===== src/rtl/dfc_pkg.sv =====
// Purpose: shared constants for the DAC update and format control block
// Assumes: 8-bit special-function register bus with a page select
// Notes: data byte addresses are local choices, control address is fixed
package dfc_pkg;
  // Register page and addresses
  localparam logic [7:0] DFC_PAGE = 8'h00;
  localparam logic [7:0] DFC_CTRL_ADDR = 8'hD4;
  localparam logic [7:0] DFC_LOW_ADDR = 8'hD2;
  localparam logic [7:0] DFC_HIGH_ADDR = 8'hD3;
  // Control field positions
  localparam int DFC_EN_BIT = 7;
  localparam int DFC_MODE_LSB = 3;
  localparam int DFC_FMT_LSB = 0;
  // Writable bits of control; bits 6..5 never stored
  localparam logic [7:0] DFC_CTRL_WMASK = 8'h9F;
  // Values after reset
  localparam logic [7:0] DFC_CTRL_RESET = 8'h00;
  localparam logic [7:0] DFC_DATA_RESET = 8'h00;
  localparam logic [11:0] DFC_CODE_RESET = 12'h000;
  // Update source encodings
  typedef enum logic [1:0] {
    DFC_UPD_WRITE = 2'h0,
    DFC_UPD_TMR3 = 2'h1,
    DFC_UPD_TMR4 = 2'h2,
    DFC_UPD_TMR2 = 2'h3
  } dfc_upd_e;
  // Justification codes; any code with bit 2 set uses the wide-high layout
  typedef enum logic [2:0] {
    DFC_FMT_H4 = 3'h0,
    DFC_FMT_H5 = 3'h1,
    DFC_FMT_H6 = 3'h2,
    DFC_FMT_H7 = 3'h3,
    DFC_FMT_H8 = 3'h4
  } dfc_fmt_e;
endpackage : dfc_pkg


===== src/rtl/dfc_dac_ctrl.sv =====
// Purpose: control register, data byte holding and update latch for one 12-bit DAC
// Assumes: timer overflow inputs are one-cycle pulses on core_clk
// Notes: all outputs registered; read data is valid the cycle after sfr_rd
`timescale 1ns/10ps

// Functional notes
// Enable bit powers converter and drives output
// Control bits six, five read zero
// Mode 00 latches on high byte write
// Mode 01 latches on timer 3 overflow
// Mode 10 latches on timer 4 overflow
// Mode 11 latches on timer 2 overflow
// Code 000: high[3:0], low[7:0]
// Code 001: high[4:0], low[7:1]
// Code 010: high[5:0], low[7:2]
// Code 011: high[6:0], low[7:3]
// Other codes: high[7:0], low[7:4]
// Control at 0xD4 on page zero
// Low write held until high write
// Timer modes hold both bytes until overflow
// Converter code is twelve bits wide
// Only selected timer pulse causes transfer
// Reset clears control register entirely
module dfc_dac_ctrl (
  input wire logic core_clk,
  input wire logic rst_n,
  input wire logic [7:0] sfr_page,
  input wire logic [7:0] sfr_addr,
  input wire logic sfr_wr,
  input wire logic sfr_rd,
  input wire logic [7:0] sfr_wdata,
  output logic [7:0] sfr_rdata,
  input wire logic timer2_ovf,
  input wire logic timer3_ovf,
  input wire logic timer4_ovf,
  output logic [11:0] dac_code,
  output logic dac_power_on,
  output logic dac_out_enable
);
  // Whole package: addresses, field positions, encodings
  import dfc_pkg::*;

  // Stored registers
  logic [7:0] ctrl; // Control register
  logic [7:0] data_high; // Held high data byte
  logic [7:0] data_low; // Held low data byte
  // Next values
  logic [7:0] next_ctrl;
  logic [7:0] next_high;
  logic [7:0] next_low;
  logic [7:0] next_rdata;
  logic [11:0] next_code;
  logic next_power_on;
  // Decode
  logic page_hit; // Page select matches
  logic sel_ctrl;
  logic sel_high;
  logic sel_low;
  logic wr_high; // High byte write strobe
  logic upd_evt; // Latch transfer this cycle
  dfc_upd_e upd_src; // Current update source
  logic [2:0] fmt; // Current justification code
  logic [11:0] packed_code; // Justified word from next bytes

  assign upd_src = dfc_upd_e'(ctrl[DFC_MODE_LSB +: 2]);
  assign fmt = ctrl[DFC_FMT_LSB +: 3];

  // Assemble the 12-bit word from the two bytes
  // Codes 100 to 111 all fall into the wide-high default
  function automatic logic [11:0] dfc_justify(
    input logic [2:0] f,
    input logic [7:0] hi,
    input logic [7:0] lo
  );
    logic [11:0] w;
    w = 12'h000;
    case (f)
      DFC_FMT_H4: begin
        w = {hi[3:0], lo};
      end
      DFC_FMT_H5: begin
        w = {hi[4:0], lo[7:1]};
      end
      DFC_FMT_H6: begin
        w = {hi[5:0], lo[7:2]};
      end
      DFC_FMT_H7: begin
        w = {hi[6:0], lo[7:3]};
      end
      default: begin
        w = {hi, lo[7:4]};
      end
    endcase
    return w;
  endfunction : dfc_justify

  // Address decode; every register lives on one page
  // Data byte addresses are local picks beside the fixed control address
  always_comb begin
    page_hit = (sfr_page == DFC_PAGE);
    sel_ctrl = page_hit && (sfr_addr == DFC_CTRL_ADDR);
    sel_high = page_hit && (sfr_addr == DFC_HIGH_ADDR);
    sel_low = page_hit && (sfr_addr == DFC_LOW_ADDR);
    wr_high = sfr_wr && sel_high;
  end

  // Register writes; unused control bits are masked off on the way in
  always_comb begin
    next_ctrl = ctrl;
    next_high = data_high;
    next_low = data_low;
    if (sfr_wr && sel_ctrl) begin
      next_ctrl = sfr_wdata & DFC_CTRL_WMASK;
    end
    if (wr_high) begin
      next_high = sfr_wdata;
    end
    if (sfr_wr && sel_low) begin
      next_low = sfr_wdata;
    end
  end

  // Update trigger; only the timer chosen by the mode field counts
  // Non-selected timer pulses fall through and are ignored
  always_comb begin
    case (upd_src)
      DFC_UPD_WRITE: begin
        upd_evt = wr_high;
      end
      DFC_UPD_TMR3: begin
        upd_evt = timer3_ovf;
      end
      DFC_UPD_TMR4: begin
        upd_evt = timer4_ovf;
      end
      DFC_UPD_TMR2: begin
        upd_evt = timer2_ovf;
      end
      default: begin
        upd_evt = 1'b0;
      end
    endcase
  end

  // Latch next value; uses the bytes as they stand after this cycle's write
  // so a write coinciding with an overflow is not lost
  always_comb begin
    packed_code = dfc_justify(fmt, next_high, next_low);
    next_code = dac_code;
    if (upd_evt) begin
      next_code = packed_code;
    end
    next_power_on = next_ctrl[DFC_EN_BIT];
  end

  // Read mux; unmapped addresses read zero
  // Registered read keeps bus timing independent of decode depth
  always_comb begin
    next_rdata = sfr_rdata;
    if (sfr_rd) begin
      if (sel_ctrl) begin
        next_rdata = ctrl & DFC_CTRL_WMASK;
      end else if (sel_high) begin
        next_rdata = data_high;
      end else if (sel_low) begin
        next_rdata = data_low;
      end else begin
        next_rdata = 8'h00;
      end
    end
  end

  // State registers; async reset leaves the channel off in write mode
  // Data bytes cleared too, so a first timer update is deterministic
  always_ff @(posedge core_clk or negedge rst_n) begin
    if (!rst_n) begin
      ctrl <= DFC_CTRL_RESET;
      data_high <= DFC_DATA_RESET;
      data_low <= DFC_DATA_RESET;
      dac_code <= DFC_CODE_RESET;
      sfr_rdata <= DFC_DATA_RESET;
      dac_power_on <= 1'b0;
      dac_out_enable <= 1'b0;
    end else begin
      ctrl <= next_ctrl;
      data_high <= next_high;
      data_low <= next_low;
      dac_code <= next_code;
      sfr_rdata <= next_rdata;
      // Both follow enable; output stays undriven while powered down
      dac_power_on <= next_power_on;
      dac_out_enable <= next_power_on;
    end
  end
endmodule : dfc_dac_ctrl


===== config.mk =====
export PLATFORM = sky130hd
export DESIGN_NAME = dfc_dac_ctrl
export DESIGN_NICKNAME = d
export VERILOG_FILES = /design/src/rtl/dfc_pkg.sv /design/src/rtl/dfc_dac_ctrl.sv
export SDC_FILE = /design/constraint.sdc
export NUM_CORES = 1
export LEC_CHECK = 0
export ABC_AREA = 0
export BUFFER_PORTS_ARGS = -buffer_cell sky130_fd_sc_hd__buf_2
export CORE_MARGIN = 10
export CORE_UTILIZATION = 42
export CTS_CLUSTER_SIZE = 24
export DETAILED_ROUTE_END_ITERATION = 7
export MAX_ROUTING_LAYER = met4
export SLEW_MARGIN = 10
export SYNTH_ARGS = -nofsm -noshare
export SYNTH_HDL_FRONTEND = slang
export SYNTH_SLANG_ARGS = --single-unit

===== constraint.sdc =====
create_clock -name core_clk -period 2.1 [get_ports core_clk]
set_input_delay 0.63 -clock core_clk [delete_from_list [all_inputs] [get_ports core_clk]]
set_output_delay 0.63 -clock core_clk [all_outputs]
set_load 0.05 [all_outputs]

==> flow_summary.json <==
{
  "pre_cts_slack_ns": -0.408,
  "finalCriticalPeriod_ns": 2.10,
  "tightest_slew_ns": 0.616,
  "timing.final.max_slew_violations": 0,
  "critPathArrivalTime_ns": 2.27,
  "synth-edff-count": 0,
  "final.period_utilization_pct": 100,
  "crit_type": "input port to register",
  "numCtsBuffers": 5,
  "p_leak_uw": 0.00157,
  "finalHoldViolations": 0,
  "grt_setup_unrepaired": "yes",
  "reg2reg_depth": 4,
  "synthFlopType": "dfrtp_1",
  "port_buffers": 52,
  "fmax_mhz": 475,
  "layout.cells.non_filler": 379,
  "syn_area_sq_um": 2450,
  "worstSetupEndpointType": "register",
  "vias_per_cell": 5.58,
  "layout-drive-gt1-share_pct": 49.2,
  "ir_drop_v": 0.000307,
  "cts-root-buf": "clkbuf_8",
  "synth.avg_cell_area_sq_um": 11.1,
  "combPwrFrac_pct": 10.2,
  "clockBufferDepth": 2,
  "m1WireLength_microns": 3220,
  "yosysWarnings": 0,
  "dr.max_layer_used": "met4",
  "die_area_sq_um": 9280,
  "wirelength_microns": 7120,
  "grt_pass1_wl_microns": 11600,
  "switchingPower_uw": 403,
  "detailroute.via_count": 2115,
  "grt_pass1_vias": 2216,
  "io_pins": 53,
  "dr_wl_met3_microns": 395,
  "status": "complete, but fails checks",
  "syn_inst": 220,
  "htreeDepth": 2,
  "die_w_microns": 96.3,
  "seq_area_frac_synth_pct": 42.9,
  "cts_tree": "built",
  "clk_pin_slew_ns": 0.09,
  "fin_hold_ws_ns": 0.287,
  "worstPathRequired_ns": 2.27,
  "insertion_delay_ns": 0.30,
  "pwr-share-seq_pct": 53.2,
  "grt_overflow": 0,
  "skew_ns": 0.00777,
  "total_power_uw": 1540,
  "nets": 337,
  "dr_wl_met2_microns": 3410,
  "setup_violations": 1,
  "holdBufCountCts": 0,
  "hold_path.class": "input port to async pin",
  "rows": 27,
  "cellPowerDensity_nw_per_um2": 474,
  "dp.cells": 367,
  "die_h_microns": 96.3,
  "finalWorstSetupSlack_ns": -0.00334,
  "syn_to_final_growth_pct": 33.1,
  "antennaDiodeCount": 0,
  "final_antenna_net_count": 0,
  "clkPwrFrac_pct": 36.5,
  "drt_first_pass_iters": 4,
  "cp_max_fo": 6,
  "synthesis.nets": 251,
  "clock_sinks": 42,
  "core-area_sq_um": 5570,
  "synth_async_sr_flop_share_pct": 100,
  "setup-tns-final_ns": -0.00334,
  "initial_utilization_pct": 43.9,
  "drt_iter0_drc": 123,
  "drv_cap": 0,
  "place.gp.congestion": 0.916,
  "violations": "setup timing",
  "ys_types": 52,
  "p_sw_share_pct": 26.1,
  "max-slew-margin-rel_pct": 58.8,
  "p_int_uw": 1140,
  "antenna_found_initial": 0,
  "drc": 0,
  "grt_usage_pct": 16.4,
  "drt-wirelength-per-cell_microns": 18.8,
  "dp_hpwl_microns": 5490,
  "ys_ff_latch": 42,
  "cp-start-kind": "input port",
  "grt_start_max_net_pins": 43
}
routing by layer:
layer,vias to the layer above,GRT usage [%]
li1,992,-
met1,1047,21.5
met2,66,25.4
met3,10,3.35
met4,0,4.24
met5,-,-
logic make-up after synthesis:
group / Yosys count / synth area share (%)
and+or+nand+nor: 71 / 17.2
AOI/OAI and AO/OA: 47 / 13.3
DFF: 42 / 42.9
muxes: 40 / 22.3
buffers and inverters: 20 / 4.19
synthesized netlist by cell type, drive strengths merged (2+ instances only):
cell type	instances	area (sq um)
o311ai	2	17.5
nand4	3	33.8
o21ai	8	40.0
nand3	9	45.0
inv	8	30.0
mux2i	13	130
o211ai	2	15.0
clkbuf	5	18.8
a21oi	15	75.1
nor3	2	20.0
dfrtp	42	1050
nor3b	2	20.0
nor2	22	92.6
nand2	21	86.3
o22ai	2	12.5
mux4	10	225
nand3b	2	15.0
buf	7	53.8
mux2	17	191
a22o	2	17.5
a32oi	3	26.3
a221oi	4	41.3
worst paths after layout:
path | from | to | slack [ns]
min in group core_clk | dac_code[8]$_DFFE_PN0P_ | dac_code[8]$_DFFE_PN0P_ | 0.51
max in group asynchronous | rst_n | sfr_rdata[0]$_DFFE_PN0P_ | 1.59
setup reg to reg | ctrl[0]$_DFFE_PN0P_ | dac_code[9]$_DFFE_PN0P_ | 0.20
hold reg to reg | dac_code[8]$_DFFE_PN0P_ | dac_code[8]$_DFFE_PN0P_ | 0.51
hold / removal | rst_n | ctrl[1]$_DFFE_PN0P_ | 0.29
setup / recovery | sfr_page[3] | dac_code[9]$_DFFE_PN0P_ | -0.003
flip-flops by register name (all words and copies together) (netlist names):
| signal | cells |
|---|---|
| ctrl | 6 |
| dac_code | 12 |
| data_high | 8 |
| data_low | 8 |
| sfr_rdata | 8 |
power by group through the flow:
| stage | registers (uW) | logic (uW) | clock network [uW] |
|---|---|---|---|
| finish | 821 | 158 | 563 |
| floorplan | 870 | 34.2 | 0 |
| global route | 822 | 173 | 612 |
| detailed placement | 837 | 158 | 0 |
| global placement | 837 | 155 | 0 |
| CTS | 821 | 159 | 574 |
repair_timing:
item / 4_1_cts / 5_1_grt
buffers inserted: 1 / 3
pin swaps: 4 / 5
resized for setup: 7 / 10
endpoints found under the setup margin: 9 / 24
stage by stage:
step,instance area (sq um),utilization (%)
CTS,3190,57.2
floorplan,2500,-
detailed placement,3050,54.7
finish,3260,58.4
global route,3260,58.4
global placement,3050,54.7
cell type report:
| cell class | count | area [sq um] |
|---|---|---|
| clock buffers | 6 | 82.6 |
| well taps | 72 | 90.1 |
| fillers | 469 | 2320 |
| clock inverters | 2 | 12.5 |
| multi-input cells | 158 | 1400 |
| inverters | 8 | 30.0 |
| repair buffers | 91 | 587 |
| flip-flops and latches | 42 | 1050 |
critical path, stage by stage:
cell and delay, ns:
buf_6 0.09, nor4_4 0.32, nand4_4 0.20, nor2_4 0.19
buf_6 0.15, mux4_2 0.35, a32oi_2 0.21, o311ai_2 0.13
layout by cell type, fill, tap and decap left out, types with 2 or more instances in the layout:
master	synthesis	routed
a32oi_1	3	2
mux2_2	17	12
inv_1	7	7
a221oi_2	1	3
mux4_2	10	10
nand3_1	9	8
o22ai_1	2	2
o21ai_1	5	6
buf_6	2	5
nand3b_1	2	2
nor2_4	1	2
mux2i_1	13	11
clkbuf_8	0	6
mux2i_2	0	2
a21oi_1	15	15
nand4_1	2	2
nand2_1	20	20
o21ai_0	3	2
buf_4	3	34
buf_2	1	51
nor2_1	20	20
mux2_4	0	5
a22o_1	2	2
dfrtp_1	42	42
o211ai_1	2	2
(Power assumes the default switching activity.)
